### src/design/tx_clock_pkg.sv
// constants for the quad transmit clock selection block
package tx_clock_pkg;

  // channel count, register port widths and divider half-period width
  localparam int          NUM_CH         = 4;
  localparam int          ADDR_W         = 4;
  localparam int          DATA_W         = 16;
  localparam int          HALF_W         = 15;

  // register indices on the plain register port
  localparam logic [3:0]  TX_CLOCK_CONFIG_ADDR  = 4'h0;
  localparam logic [3:0]  CLOCK_OUT_CONFIG_ADDR = 4'h1;
  localparam logic [3:0]  CLOCK_STATUS_ADDR     = 4'h2;

  // tx_clock_config_reg fields
  localparam int          SRC_SEL_LSB    = 0;  // 2 bits per channel, bits 7:0
  localparam int          SRC_SEL_W      = 2;
  localparam int          LOOPBACK_LSB   = 8;  // one bit per channel, bits 11:8
  localparam int          TRISTATE_BIT   = 12; // 1 floats the differential clocks

  // clock_output_config_reg fields
  localparam int          RATE_LSB       = 0;  // 3 bits per channel, bits 11:0
  localparam int          RATE_W         = 3;
  localparam int          OC1_MODE_LSB   = 12; // 1 = 51 Mbit/s channel, bits 15:12

  // status register fields
  localparam int          EFF_SRC_LSB    = 0;  // effective source, 2 bits per channel
  localparam int          LB_STAT_LSB    = 8;  // loopback active per channel

  // reset values: every channel on its own clock input, clocks driven
  localparam logic [15:0] TX_CLOCK_CONFIG_RST  = 16'h00aa;
  localparam logic [15:0] CLOCK_OUT_CONFIG_RST = 16'h0000;

  // transmit clock source codes
  localparam logic [1:0]  SRC_RESERVED   = 2'h0;
  localparam logic [1:0]  SRC_RX_CLOCK   = 2'h1;
  localparam logic [1:0]  SRC_OWN_CLOCK  = 2'h2;
  localparam logic [1:0]  SRC_SHARED     = 2'h3;

  // rate codes of the single-ended output
  localparam logic [2:0]  RATE_CODE_0    = 3'h0;
  localparam logic [2:0]  RATE_CODE_1    = 3'h1;
  localparam logic [2:0]  RATE_CODE_2    = 3'h2;
  localparam logic [2:0]  RATE_CODE_3    = 3'h3;

  // half periods in transmit clock rising edges for the binary divisions
  localparam logic [14:0] HALF_DIV2      = 15'h0001;
  localparam logic [14:0] HALF_DIV4      = 15'h0002;
  localparam logic [14:0] HALF_DIV8      = 15'h0004;

  // 8 kHz frame clock divisors (155.52 MHz / 8 kHz and 51.84 MHz / 8 kHz)
  localparam int          OC3_FRAME_DIV  = 19440;
  localparam int          OC1_FRAME_DIV  = 6480;

endpackage

### src/design/edge_divider.sv
// divides a stream of source clock edges into a toggling output clock
`timescale 1ns/10ps
module edge_divider
  import tx_clock_pkg::*;
(
  input  wire logic              mclk,      // system clock
  input  wire logic              rst_n,     // synchronised reset, active low
  input  wire logic              clr,       // restart the divider
  input  wire logic              edge_en,   // one-cycle pulse per source rising edge
  input  wire logic [HALF_W-1:0] half_cnt,  // source edges per half period
  output logic                   div_q      // divided clock level
);

  logic [HALF_W-1:0] cnt_q;
  logic [HALF_W-1:0] cnt_d;
  logic              div_d;

  // count edges and toggle each half period; a change of rate restarts cleanly
  always_comb begin
    cnt_d = cnt_q;
    div_d = div_q;
    if (clr) begin
      cnt_d = '0;
      div_d = 1'b0;
    end else if (edge_en) begin
      if (cnt_q >= half_cnt - 15'h0001) begin
        cnt_d = '0;
        div_d = ~div_q;
      end else begin
        cnt_d = cnt_q + 15'h0001;
      end
    end
  end

  always_ff @(posedge mclk or negedge rst_n) begin
    if (!rst_n) begin
      cnt_q <= '0;
      div_q <= 1'b0;
    end else begin
      cnt_q <= cnt_d;
      div_q <= div_d;
    end
  end

endmodule

### src/design/quad_tx_serial_clock_select.sv
// transmit clock selection and distribution for four serial line channels
//
// Notes on behaviour
// - serial data output of each channel changes only on its transmit clock rising edge
// - differential clock output is an undivided copy of the channel's transmit clock
// - a configuration bit floats the differential clock outputs
// - source select 01 receive clock, 10 own input, 11 shared input
// - line loopback forces the receive clock, overriding the source select
// - 155 Mbit/s single-ended clock is 77.76, 38.88, 19.44 MHz or 8 kHz
// - 51 Mbit/s single-ended clock is 51.84 to 6.48 MHz or 8 kHz
// - the shared clock input times each channel for which it is chosen
`timescale 1ns/10ps
module quad_tx_serial_clock_select
  import tx_clock_pkg::*;
#(
  parameter int OC3_FRAME_DIVISOR = OC3_FRAME_DIV, // edges per 8 kHz period at 155 Mbit/s
  parameter int OC1_FRAME_DIVISOR = OC1_FRAME_DIV  // edges per 8 kHz period at 51 Mbit/s
)
(
  input  wire logic                           mclk,                 // 40 MHz clock
  input  wire logic                           nrst,                 // async reset, active low
  input  wire logic [tx_clock_pkg::ADDR_W-1:0] reg_addr,            // register index
  input  wire logic [tx_clock_pkg::DATA_W-1:0] reg_wdata,           // write data
  input  wire logic                           reg_wr,               // write strobe
  input  wire logic                           reg_rd,               // read strobe
  output logic      [tx_clock_pkg::DATA_W-1:0] reg_rdata,           // read data, next cycle
  input  wire logic [tx_clock_pkg::NUM_CH-1:0] rx_serial_clock_in,  // per-channel receive clock
  input  wire logic [tx_clock_pkg::NUM_CH-1:0] channel_tx_clock_in, // per-channel tx clock
  input  wire logic                           shared_tx_clock_in,   // common tx clock
  input  wire logic [tx_clock_pkg::NUM_CH-1:0] tx_line_bit,         // next outgoing line bit
  output logic      [tx_clock_pkg::NUM_CH-1:0] tx_bit_taken,        // pulse: line bit launched
  output logic      [tx_clock_pkg::NUM_CH-1:0] serial_tx_data_out_p, // serial data, true
  output logic      [tx_clock_pkg::NUM_CH-1:0] serial_tx_data_out_n, // serial data, inverted
  output logic      [tx_clock_pkg::NUM_CH-1:0] diff_tx_clock_out_p, // forwarded clock, true
  output logic      [tx_clock_pkg::NUM_CH-1:0] diff_tx_clock_out_n, // forwarded clock, inverted
  output logic      [tx_clock_pkg::NUM_CH-1:0] diff_tx_clock_out_oe, // high while driven
  output logic      [tx_clock_pkg::NUM_CH-1:0] single_ended_tx_clock_out // divided clock
);

  // reset release through two flops; assertion stays asynchronous
  logic rst_meta_q;
  logic rst_sync_q;
  logic rst_n;

  always_ff @(posedge mclk or negedge nrst) begin
    if (!nrst) begin
      rst_meta_q <= 1'b0;
      rst_sync_q <= 1'b0;
    end else begin
      rst_meta_q <= 1'b1;
      rst_sync_q <= rst_meta_q;
    end
  end

  assign rst_n = rst_sync_q;

  // configuration registers
  logic [DATA_W-1:0] tx_clock_config_reg_q;
  logic [DATA_W-1:0] tx_clock_config_reg_d;
  logic [DATA_W-1:0] clock_output_config_reg_q;
  logic [DATA_W-1:0] clock_output_config_reg_d;
  logic [DATA_W-1:0] rdata_q;
  logic [DATA_W-1:0] rdata_d;
  logic [DATA_W-1:0] status_word;
  logic [NUM_CH*SRC_SEL_W-1:0] eff_src_all;
  logic              diff_clock_out_tristate;

  assign diff_clock_out_tristate = tx_clock_config_reg_q[TRISTATE_BIT];

  // status shows the source each channel really runs on
  always_comb begin
    status_word = '0;
    status_word[EFF_SRC_LSB +: NUM_CH*SRC_SEL_W] = eff_src_all;
    status_word[LB_STAT_LSB +: NUM_CH] = tx_clock_config_reg_q[LOOPBACK_LSB +: NUM_CH];
  end

  // register writes and reads; read data stand for one cycle only, unmapped reads zero
  always_comb begin
    tx_clock_config_reg_d     = tx_clock_config_reg_q;
    clock_output_config_reg_d = clock_output_config_reg_q;
    rdata_d                   = '0;
    if (reg_wr) begin
      case (reg_addr)
        TX_CLOCK_CONFIG_ADDR:  tx_clock_config_reg_d = reg_wdata & 16'h1fff;
        CLOCK_OUT_CONFIG_ADDR: clock_output_config_reg_d = reg_wdata;
        default:               tx_clock_config_reg_d = tx_clock_config_reg_q;
      endcase
    end
    if (reg_rd) begin
      case (reg_addr)
        TX_CLOCK_CONFIG_ADDR:  rdata_d = tx_clock_config_reg_q;
        CLOCK_OUT_CONFIG_ADDR: rdata_d = clock_output_config_reg_q;
        CLOCK_STATUS_ADDR:     rdata_d = status_word;
        default:               rdata_d = '0;
      endcase
    end
  end

  always_ff @(posedge mclk or negedge rst_n) begin
    if (!rst_n) begin
      tx_clock_config_reg_q     <= TX_CLOCK_CONFIG_RST;
      clock_output_config_reg_q <= CLOCK_OUT_CONFIG_RST;
      rdata_q                   <= '0;
    end else begin
      tx_clock_config_reg_q     <= tx_clock_config_reg_d;
      clock_output_config_reg_q <= clock_output_config_reg_d;
      rdata_q                   <= rdata_d;
    end
  end

  assign reg_rdata = rdata_q;

  // the 8 kHz half periods are fixed by the parameters
  localparam logic [HALF_W-1:0] HALF_OC3_FRAME = HALF_W'(OC3_FRAME_DIVISOR / 2);
  localparam logic [HALF_W-1:0] HALF_OC1_FRAME = HALF_W'(OC1_FRAME_DIVISOR / 2);

  // one identical slice per channel
  for (genvar ch = 0; ch < NUM_CH; ch++) begin : g_ch
    logic [1:0]        sel_field;
    logic              loopback;
    logic [2:0]        rate;
    logic              oc1_mode;
    logic [1:0]        eff_src;
    logic              src_lvl;
    logic              pass_through;
    logic [HALF_W-1:0] half_cnt;
    logic              div_lvl;
    logic              clk_lvl_q;
    logic              clk_lvl_d;
    logic              clk_prev_q;
    logic              rise;
    logic              data_q;
    logic              data_d;
    logic              data_n_q;
    logic              data_n_d;
    logic              fwd_n_q;
    logic              fwd_n_d;
    logic              taken_q;
    logic              taken_d;
    logic              fwd_q;
    logic              fwd_d;
    logic              oe_q;
    logic              oe_d;
    logic              se_q;
    logic              se_d;
    logic [3:0]        rate_cfg_q;
    logic              rate_chg;

    assign sel_field = tx_clock_config_reg_q[SRC_SEL_LSB + SRC_SEL_W*ch +: SRC_SEL_W];
    assign loopback  = tx_clock_config_reg_q[LOOPBACK_LSB + ch];
    assign rate      = clock_output_config_reg_q[RATE_LSB + RATE_W*ch +: RATE_W];
    assign oc1_mode  = clock_output_config_reg_q[OC1_MODE_LSB + ch];

    // loopback overrides the select; the reserved code falls back to the own input
    always_comb begin
      if (loopback) begin
        eff_src = SRC_RX_CLOCK;
      end else if (sel_field == SRC_RESERVED) begin
        eff_src = SRC_OWN_CLOCK;
      end else begin
        eff_src = sel_field;
      end
    end

    assign eff_src_all[SRC_SEL_W*ch +: SRC_SEL_W] = eff_src;

    // clock source multiplexer
    always_comb begin
      case (eff_src)
        SRC_RX_CLOCK:  src_lvl = rx_serial_clock_in[ch];
        SRC_SHARED:    src_lvl = shared_tx_clock_in;
        default:       src_lvl = channel_tx_clock_in[ch];
      endcase
    end

    // rate decode for the single-ended output; out-of-range codes give 8 kHz
    always_comb begin
      pass_through = 1'b0;
      if (oc1_mode) begin
        case (rate)
          RATE_CODE_0: begin
            half_cnt     = HALF_DIV2;
            pass_through = 1'b1;
          end
          RATE_CODE_1: half_cnt = HALF_DIV2;
          RATE_CODE_2: half_cnt = HALF_DIV4;
          RATE_CODE_3: half_cnt = HALF_DIV8;
          default:     half_cnt = HALF_OC1_FRAME;
        endcase
      end else begin
        case (rate)
          RATE_CODE_0: half_cnt = HALF_DIV2;
          RATE_CODE_1: half_cnt = HALF_DIV4;
          RATE_CODE_2: half_cnt = HALF_DIV8;
          default:     half_cnt = HALF_OC3_FRAME;
        endcase
      end
    end

    // the divider restarts whenever rate or mode changes, avoiding a runt phase
    assign rate_chg = rate_cfg_q != {oc1_mode, rate};
    assign rise     = clk_lvl_q & ~clk_prev_q;

    // next values of the channel outputs; the clock is sampled once, then fanned out
    always_comb begin
      clk_lvl_d = src_lvl;
      data_d    = data_q;
      taken_d   = 1'b0;
      if (rise) begin
        data_d  = tx_line_bit[ch];
        taken_d = 1'b1;
      end
      fwd_d = clk_lvl_q;
      // complements get flops of their own so every pin leaves a register
      data_n_d = ~data_d;
      fwd_n_d  = ~clk_lvl_q;
      oe_d  = ~diff_clock_out_tristate;
      se_d  = pass_through ? clk_lvl_q : div_lvl;
    end

    always_ff @(posedge mclk or negedge rst_n) begin
      if (!rst_n) begin
        clk_lvl_q  <= 1'b0;
        clk_prev_q <= 1'b0;
        data_q     <= 1'b0;
        data_n_q   <= 1'b1;
        taken_q    <= 1'b0;
        fwd_q      <= 1'b0;
        fwd_n_q    <= 1'b1;
        oe_q       <= 1'b0;
        se_q       <= 1'b0;
        rate_cfg_q <= 4'h0;
      end else begin
        clk_lvl_q  <= clk_lvl_d;
        clk_prev_q <= clk_lvl_q;
        data_q     <= data_d;
        data_n_q   <= data_n_d;
        taken_q    <= taken_d;
        fwd_q      <= fwd_d;
        fwd_n_q    <= fwd_n_d;
        oe_q       <= oe_d;
        se_q       <= se_d;
        rate_cfg_q <= {oc1_mode, rate};
      end
    end

    edge_divider u_div (
      .mclk     (mclk),
      .rst_n    (rst_n),
      .clr      (rate_chg),
      .edge_en  (rise),
      .half_cnt (half_cnt),
      .div_q    (div_lvl)
    );

    // pin drivers, all straight from flops
    assign serial_tx_data_out_p[ch]      = data_q;
    assign serial_tx_data_out_n[ch]      = data_n_q;
    assign diff_tx_clock_out_p[ch]       = fwd_q;
    assign diff_tx_clock_out_n[ch]       = fwd_n_q;
    assign diff_tx_clock_out_oe[ch]      = oe_q;
    assign single_ended_tx_clock_out[ch] = se_q;
    assign tx_bit_taken[ch]              = taken_q;
  end

endmodule

### config.mk
export PLATFORM = sky130hd
export DESIGN_NAME = quad_tx_serial_clock_select
export DESIGN_NICKNAME = d
export VERILOG_FILES = /design/src/design/tx_clock_pkg.sv /design/src/design/edge_divider.sv /design/src/design/quad_tx_serial_clock_select.sv
export SDC_FILE = /design/constraint.sdc
export NUM_CORES = 1
export LEC_CHECK = 0
export ABC_CLOCK_PERIOD_IN_PS = 4800
export BUFFER_PORTS_ARGS = -buffer_cell sky130_fd_sc_hd__buf_2
export CORE_MARGIN = 2
export CORE_UTILIZATION = 55
export DETAILED_ROUTE_END_ITERATION = 10
export PLACE_DENSITY = 0.77
export SLEW_MARGIN = 0
export SYNTH_ARGS = -nofsm -noshare
export SYNTH_HDL_FRONTEND = slang
export SYNTH_SLANG_ARGS = --single-unit
### constraint.sdc
create_clock -name mclk -period 4.8 [get_ports mclk]
set_input_delay 1.44 -clock mclk [delete_from_list [all_inputs] [get_ports mclk]]
set_output_delay 1.44 -clock mclk [all_outputs]
set_load 0.01 [all_outputs]
Word level (Yosys, flattened, before mapping)
Cells that the tools add are included.
Cells by class
  add/subtract/negate cells: 8
  magnitude comparators: 4
  equal/unequal tests: 26
  mux-type cells: 70
  bitwise gates (word level): 21
  reduce and logical (&&, ||, !) cells: 27
Operators by type and width (count)
  2-to-1 mux 15 bit: 16
  case mux 14 bit (3 select lines): 4
  case mux 12 bit (3 select lines): 4
  adder 15 x 1 -> 15 bit (second input constant): 4
  greater-or-equal comparator 15 bit: 4
  subtractor 15 x 1 -> 15 bit (second input constant): 4
  case mux 16 bit (3 select lines): 1
  2-to-1 mux 1 bit: 32
  == test 3 x 2 -> 1 bit (second input constant): 8
  inverter 1 bit: 17
  2-to-1 mux 16 bit: 1
  2-to-1 mux 2 bit: 8
  != test 4 bit: 4
  nonzero test 2 bit: 8
  == test 3 x 1 -> 1 bit (second input constant): 4
  logical NOT 3 bit: 4
  AND reduction 2 bit: 6
  == test 2 x 1 -> 1 bit (second input constant): 4
  == test 2 bit (second input constant): 4
  logical NOT 2 bit: 4
  case mux 1 bit (2 select lines): 4
  OR reduction 2 bit: 4
  AND 1 bit: 4
  == test 4 x 1 -> 1 bit (second input constant): 1
  other kinds (2): 2
Storage, ports and cells
  register bits after elaboration: 156
  bits of input ports: 37
  output and inout bits: 44
  logic and storage cells: 202

Longest topological paths before layout
Gate-level depths: netlist of run 1.
  word-level depth: 9
  depth in mapped cells: 16
  mapped depth without buffers: 14

By module
A second synthesis of run 1 with hierarchy kept.
Second synthesis, totals
  cells, all modules: 953
  area total of the unflattened synthesis: 9494.1 sq um
By module, submodules not included
  quad_tx_serial_clock_select: times used 1, cells an instance 338, area an instance 4068.9 sq um, seq. area each 2317.2 sq um
  edge_divider (g_ch[0].u_div ...): times used 3, cells an instance 152, area an instance 1345.0 sq um, seq. area each 400.4 sq um
  edge_divider (g_ch[1].u_div): times used 1, cells an instance 159, area an instance 1390.1 sq um, seq. area each 400.4 sq um

Worst setup path after synthesis of run 1
OpenSTA, ideal clock, no wires.
  path kind: flip-flop to flip-flop
  from: reg clock_output_config_reg_q[13]
  to: reg g_ch[1].u_div.cnt_q[0]
  data arrival time: 3.070 ns
  required time: 4.717 ns
  setup slack: 1.648 ns
  cell stages (with the launch flop): 16
  cells stage by stage: dfrtp_1 clkbuf_1 nor2b_1 or3_1 ha_1 a21boi_0 nand2b_1 o21a_1 ha_1 a21o_1 nand3_1 a21oi_1 o31ai_1 clkbuf_1 nand3_1 o21ai_0
Between the ends
  word-level cells in the longest chain between the ends: 6
RTL lines
  start: declaration: line quad_tx_serial_clock_select.sv:60  | logic [DATA_W-1:0] clock_output_config_reg_q;
  start signal: assignment: line quad_tx_serial_clock_select.sv:106  | clock_output_config_reg_q <= clock_output_config_reg_d;
  2-to-1 mux 15 bit: line quad_tx_serial_clock_select.sv:179  | if (oc1_mode) begin
  subtractor 15 x 1 -> 15 bit: line edge_divider.sv:26  | if (cnt_q >= half_cnt - 15'h0001) begin
  greater-or-equal comparator 15 bit: line edge_divider.sv:26
  2-to-1 mux 15 bit: line edge_divider.sv:26
  2-to-1 mux 15 bit: line edge_divider.sv:25  | end else if (edge_en) begin
  2-to-1 mux 15 bit: line edge_divider.sv:22  | if (clr) begin
  end signal: assignment: line edge_divider.sv:40  | cnt_q <= cnt_d;
  end: declaration: line edge_divider.sv:14  | logic [HALF_W-1:0] cnt_q;
Several ways; a longest one is shown, not always the timed one. The select of a mux whose other input is x is not followed.
A chain may end at the register's enable or synchronous reset.

Worst setup path in the final report of run 1
  from: reg clock_output_config_reg_q[15]
  to: reg g_ch[3].u_div.div_q
Between the ends
  word-level cells in the longest chain between the ends: 5
RTL lines
  2-to-1 mux 15 bit: line quad_tx_serial_clock_select.sv:179
  subtractor 15 x 1 -> 15 bit: line edge_divider.sv:26
  greater-or-equal comparator 15 bit: line edge_divider.sv:26
  nonzero test 2 bit (no line)
  AND reduction 2 bit (no line)
  end signal: assignment: line edge_divider.sv:41  | div_q <= div_d;
  end: declaration: line edge_divider.sv:11  | output logic div_q
Several ways; a longest one is shown, not always the timed one.

==> results of run 1 <==
## cells by family (layout without fill, tap and decap cells)
kind of cell	after synthesis	after routing	synth area share [%]
and+or+nand+nor	300	300	17.6
AOI/OAI and AO/OA	160	160	12.0
DFF	156	156	43.3
buffers and inverters	102	158	5.75
adders and majority gates	76	76	10.5
xor gates and xnor gates	49	49	4.82
muxes	49	49	5.94
other	1	9	0.0414
## synth_stat cells (all sizes together), types with 2 or more instances
library cell / n
inv: 38
nand3b: 5
nand4b: 4
o21ai: 33
o22ai: 5
a21o: 11
nor2b: 10
and3: 27
a211o: 2
a22o: 4
or3: 6
mux2: 35
dfrtp: 144
o22a: 3
o211ai: 4
o31ai: 4
xor2: 37
ha: 76
nand4: 37
nor4b: 2
o21a: 15
buf: 45
nand3: 34
nor3: 15
nor2: 70
dfstp: 12
nand2b: 21
nand2: 50
nor4: 4
or2: 2
xnor2: 12
a22oi: 10
mux2i: 14
a211oi: 6
clkbuf: 19
and4: 5
and2: 7
a21oi: 36
a32oi: 6
a31oi: 10
## metal layers
layer / global-route usage [%] / vias to the layer above / part of all wire [%]
met1: 31.4 / 3259 / 46
met4: 6.81 / 0 / 1.5
met3: 4.15 / 23 / 3.7
li1: - / 3283 / -
met5: 0 / - / 0
met2: 36.9 / 164 / 48
## power by group
group / total [mW] / internal (mW) / switching [mW]
clock: 1.36 / 0.778 / 0.578
combinational: 1.28 / 0.561 / 0.723
sequential: 1.77 / 1.55 / 0.223
total: 4.41 / 2.88 / 1.52
## layout make-up
| type | count | area [sq um] | share of cell area, % |
|---|---|---|---|
| Multi-Input combinational cell | 643 | 4650 | 46.3 |
| Clock buffer | 18 | 429 | 4.27 |
| Timing Repair Buffer | 88 | 460 | 4.59 |
| Clock inverter | 14 | 161 | 1.61 |
| Inverter | 38 | 143 | 1.42 |
| Sequential cell | 156 | 3920 | 39.1 |
| Tap cell | 216 | 270 | 2.69 |
## flip-flops by register name (all words and copies together), names as in the netlist, 4 cells and up
register	cells
g_ch.u_div.div_q	4
g_ch.clk_lvl_q	4
g_ch.data_n_q	4
g_ch.fwd_n_q	4
g_ch.data_q	4
reg_rdata	16
g_ch.u_div.cnt_q	60
clock_output_config_reg_q	16
g_ch.rate_cfg_q	16
g_ch.fwd_q	4
g_ch.taken_q	4
g_ch.se_q	4
tx_clock_config_reg_q	13
## final timing paths
kind	startpoint	end	depth (start not counted)
min in group asynchronous	rst_n	reg_rdata[15]	0
max in group asynchronous	rst_n	g_ch[0].u_div.cnt_q[13]	1
setup reg to reg	clock_output_config_reg_q[15]	g_ch[3].u_div.div_q	11
setup / recovery	clock_output_config_reg_q[15]	g_ch[3].u_div.div_q	11
hold / removal	rst_meta_q	rst_n	0
hold reg to reg	rst_meta_q	rst_n	0
## worst reg2reg max path: stages (launching register included)
cell,delay [ps]
dfrtp_1,550
nor2b_1,140
or3_1,360
ha_1,250
nand3b_1,210
and2_1,170
ha_1,250
a21oi_1,140
o21ai_0,120
o311ai_2,760
nand2_1,340
a32o_1,340
## placed cells by master (no fill, tap or decap), drive strengths merged, types with 5 or more instances in the layout
cell type  netlist  final
a31oi           10     10
a21oi           36     36
a32oi            6      6
nand2           50     50
a21o            11     11
nand3           34     34
xnor2           12     12
and3            27     27
dfstp           12     12
inv             38     44
mux2            35     35
and4             5      5
o21ai           33     33
nand2b          21     21
a22oi           10     10
conb             1      9
o21a            15     15
ha              76     76
nor2            70     70
a211oi           6      6
nor2b           10     10
nand4           37     37
or3              6      6
nand3b           5      5
xor2            37     37
mux2i           14     14
o22ai            5      5
buf             45     88
nor3            15     15
and2             7      7
dfrtp          144    144
clkbuf          19     18
==> flow_summary.yaml, run 1 <==
finish:
  layout.nets: 1057
  diodes: 0
  postLayoutCoreUtil_pct: 62.7
  final_cell_area_sq_mm: 0.0100
  area_delta_synth_final_pct: 10.9
  drive_above_1_share_pct: 19.1
  fill_cells: 1373
  fin_cells: 1173
route:
  route.detailed.drc: 0
  num_vias: 6729
  post_drt_via_cell_ratio: 5.74
  ant_nets: 0
  drt-initial-drc-count: 528
  firstDrtPassIters: 5
  wl_um: 19200
  drt-wirelength-per-cell_um: 16.4
grt:
  overflow: 0
  grt_max_degree: 75
  grt_usage_pct: 22.7
  grt_pass1_vias: 6358
  grt_first_pass_wirelength_um: 32000
  grt_antenna_before_repair: 0
sta:
  finalHoldViolations: 0
  worst_pin_slew_ps: 949
  setup_tns_ps: 0
  max_slew_margin_pct: 36.8
  finalCritPeriodShare_pct: 77.5
  drv_slew: 0
  fin_skew_ps: 10.6
  whs_ps: 359
  fmax_mhz: 269
  grt_setup_unrepaired: "no"
  setup_slack_ps: 1080
  setup_viol: 0
  period_minus_slack_ps: 3720
job:
  drv_cap: 0
clocking:
  cts_setup_buffers: 0
  cts.clk_slew.worst_paths_ps: 60
  tritoncts: "yes"
  ctsHoldBuffers: 0
  cts.path.max_buffers: 2
  cts.repair.resized: 0
  numCtsBuffers: 17
  insertion_delay_ps: 430
  clockRootBuffer: "clkbuf_16"
  htree_levels: 4
  clock_sinks: 156
synthesis:
  ys_seq_area_share_pct: 43.3
  mappedNetlistArea_sq_mm: 0.00905
  synth_top_area_share_pct: 39.8
  synth_edf_count: 0
  avgSynthCellArea_sq_um: 10.1
  synthTopCellsByArea: "dfrtp_1, ha_1, mux2_2"
  synth_seq_cells: 156
  synth_cells: 893
  yosys.area.top_type: "dfrtp_1"
  ys_warn_count: 0
  synth_cell_types: 68
  synth-main-ff-cell: "dfrtp_1"
  ys_async_sr_fraction_pct: 100
setup_path:
  worst-path-max-fanout: 12
  crit_slowest_cell: "o311ai_2"
  worstSetupPathType: "reg2reg"
  reg2reg_setup_slack_ps: 1080
  critPathMostFrequentCell: "ha_1"
  worstPathRequired_ps: 5120
  cp_top_family: "compound AO/OA/AOI/OAI gates"
  crit_arrival_ps: 4040
  critPathLaunchType: "register"
  cp_slowest_stage_delay_ps: 760
  path_cells: "nor2b_1 > or3_1 > ha_1 > nand3b_1 > and2_1 > ha_1 > a21oi_1 > o21ai_0 > o311ai_2 > nand2_1 > a32o_1"
  crit_buf_inv: 0
  endpoint_kind: "register"
power_and_ir_drop:
  p_per_area_mw_per_mm2: 439
  ir_worst_vdd_mv: 0.348
  leakagePower_nw: 4.79
  power_mw: 4.41
die:
  pin_count: 81
  die-height_um: 132
  core-area_sq_mm: 0.0160
  fp-row-count: 46
  dieArea_sq_mm: 0.0175
  die_w_um: 132
  initial_core_util_pct: 56.6
status:
  outcome: "completed"
min_path:
  worstHoldPathType: "reg2reg"
place:
  gp_congestion: 0.819
  dp_cells: 1141
  detailedPlace.worstSlack_ps: 1140
  postPlaceCellArea_sq_mm: 0.00945
  dp.final_hpwl_um: 13500
  port_buffers: 80
(Power assumes the default switching activity.)
==> run 2, diff against run 1 <==
ABC_CLOCK_PERIOD_IN_PS = 3200   (was 4800)
clock period = 3.2 ns   (was 4.8 ns; I/O delays follow)
==> run 2 against run 1 <==
Compared with the run above: wire length grew 4.4%; worst setup slack worse by 980 ps; critical endpoint is now g_ch[1].u_div.div_q; maximum frequency up 20%; via count rose by 2.1%; sequential share of layout area is 1.6 points lower; global-route usage grew 0.92 points; critical path depth grew 3; clock power up 65%; clock skew rose by 1.4 ps.
==> flow_summary.yaml, run 2 (same netlist as run 1, synthesis figures left out) <==
grt:
  grt_antenna_before_repair: 0
  grt_usage_pct: 23.7
  grt_first_pass_wirelength_um: 33400
  grt_max_degree: 65
  grt_pass1_vias: 6599
  overflow: 0
clocking:
  numCtsBuffers: 17
  htree_levels: 4
  clockRootBuffer: "clkbuf_16"
  tritoncts: "yes"
  cts.clk_slew.worst_paths_ps: 60
  cts.path.max_buffers: 2
  clock_sinks: 156
  ctsHoldBuffers: 0
  insertion_delay_ps: 430
sta:
  whs_ps: 303
  drv_slew: 0
  period_minus_slack_ps: 3100
  fin_skew_ps: 12.0
  worst_pin_slew_ps: 882
  fmax_mhz: 322
  max_slew_margin_pct: 41.2
  setup_slack_ps: 99.1
  finalHoldViolations: 0
  setup_viol: 0
  finalCritPeriodShare_pct: 96.9
finish:
  diodes: 0
  drive_above_1_share_pct: 23.7
  area_delta_synth_final_pct: 15.8
  final_common_cell: "dfrtp_1"
  top_register: "g_ch.u_div.cnt_q"
  postLayoutCoreUtil_pct: 65.5
  final_cell_mix: "dfrtp_1, buf_2, ha_1"
  largest_reg_flops: 60
  layout.nets: 1091
die:
  die_w_um: 132
  dieArea_sq_mm: 0.0175
  core-area_sq_mm: 0.0160
  initial_core_util_pct: 56.6
  die-height_um: 132
  fp-row-count: 46
  pin_count: 81
setup_path:
  critPathMostFrequentCell: "nand2b_1"
  crit_slowest_cell: "dfrtp_1"
  critPathLaunchType: "register"
  endpoint_kind: "register"
  worstSetupPathType: "reg2reg"
  worstPathRequired_ps: 3520
  cp_top_family: "compound AO/OA/AOI/OAI gates"
  crit_buf_inv: 1
  cp_slowest_stage_delay_ps: 430
  crit_arrival_ps: 3420
  path_cells: "nand2b_1 > mux2i_1 > nand2b_1 > ha_2 > a21boi_2 > nand2b_1 > o21a_1 > ha_1 > nand4_1 > a211oi_1 > o31ai_2 > buf_4 > a21oi_2 > mux2_2"
  worst-path-max-fanout: 6
route:
  route.detailed.drc: 0
  num_vias: 6869
  drt-wirelength-per-cell_um: 16.6
  ant_nets: 0
  firstDrtPassIters: 6
  drt-initial-drc-count: 526
  post_drt_via_cell_ratio: 5.69
  wl_um: 20000
power_and_ir_drop:
  power_mw: 7.04
  p_per_area_mw_per_mm2: 671
  ir_worst_vdd_mv: 0.441
  leakagePower_nw: 4.99
place:
  detailedPlace.worstSlack_ps: 4.52
  dp.final_hpwl_um: 13900
  gp_congestion: 0.843
  port_buffers: 80
status:
  outcome: "completed"
min_path:
  worstHoldPathType: "in2async"
job:
  drv_cap: 0
==> run 2: layer usage <==
metal	vias to the layer above	track usage, %	wire [um]
li1	3342	-	-
met1	3331	33.5	9330
met2	152	36.6	9470
met3	44	4.38	755
met4	0	8.54	486
met5	-	0	0
==> run 2: worst register-to-register path, cell delays in order, from the launching register on <==
cell	delay, ps
dfrtp_1	430
nand2b_1	180
mux2i_1	100
nand2b_1	80
ha_2	180
a21boi_2	230
nand2b_1	160
o21a_1	150
ha_1	290
nand4_1	100
a211oi_1	280
o31ai_2	130
buf_4	150
a21oi_2	170
mux2_2	350
==> run 2: cell type report <==
cell class                 instances  area [sq um]
clock inverter                    14           216
tap                              216           270
timing repair buffer             122           761
clock buffer                      18           439
multi-input combinational        643          4720
fill                            1297          5520
sequential                       156          3930
inverter                          38           143
==> run 2: repair_timing <==
action	CTS	global route
endpoints found under the setup margin	1	52
gates resized for setup	2	22
pin swaps	1	7
buffers inserted	0	7
==> run 2: worst paths after layout <==
kind | start | to | slack (ps) | cells past startpoint
setup / recovery | clock_output_config_reg_q[13] | g_ch[1].u_div.div_q | 100 | 14
hold / removal | nrst | rst_n | 300 | 1
setup reg to reg | clock_output_config_reg_q[13] | g_ch[1].u_div.div_q | 100 | 14
hold reg to reg | rst_meta_q | rst_n | 360 | 0
max in group asynchronous | rst_n | g_ch[0].data_n_q | 1980 | 1
min in group mclk | rst_meta_q | rst_n | 360 | 0
==> run 2: report_power, final <==
group / internal (mW) / switching, mW / leakage, nW / total [mW]
combinational: 0.990 / 1.22 / 2.67 / 2.21
clock: 1.41 / 0.836 / 0.309 / 2.24
sequential: 2.32 / 0.265 / 2.02 / 2.59
==> run 2: metrics by stage <==
step	cell area (sq um)	instances	setup TNS, ps
global route	10500	1207	-703
CTS	10400	1200	0
finish	10500	1207	0
global placement	9690	1168	0
floorplan	9080	901	0
detailed placement	9690	1168	0
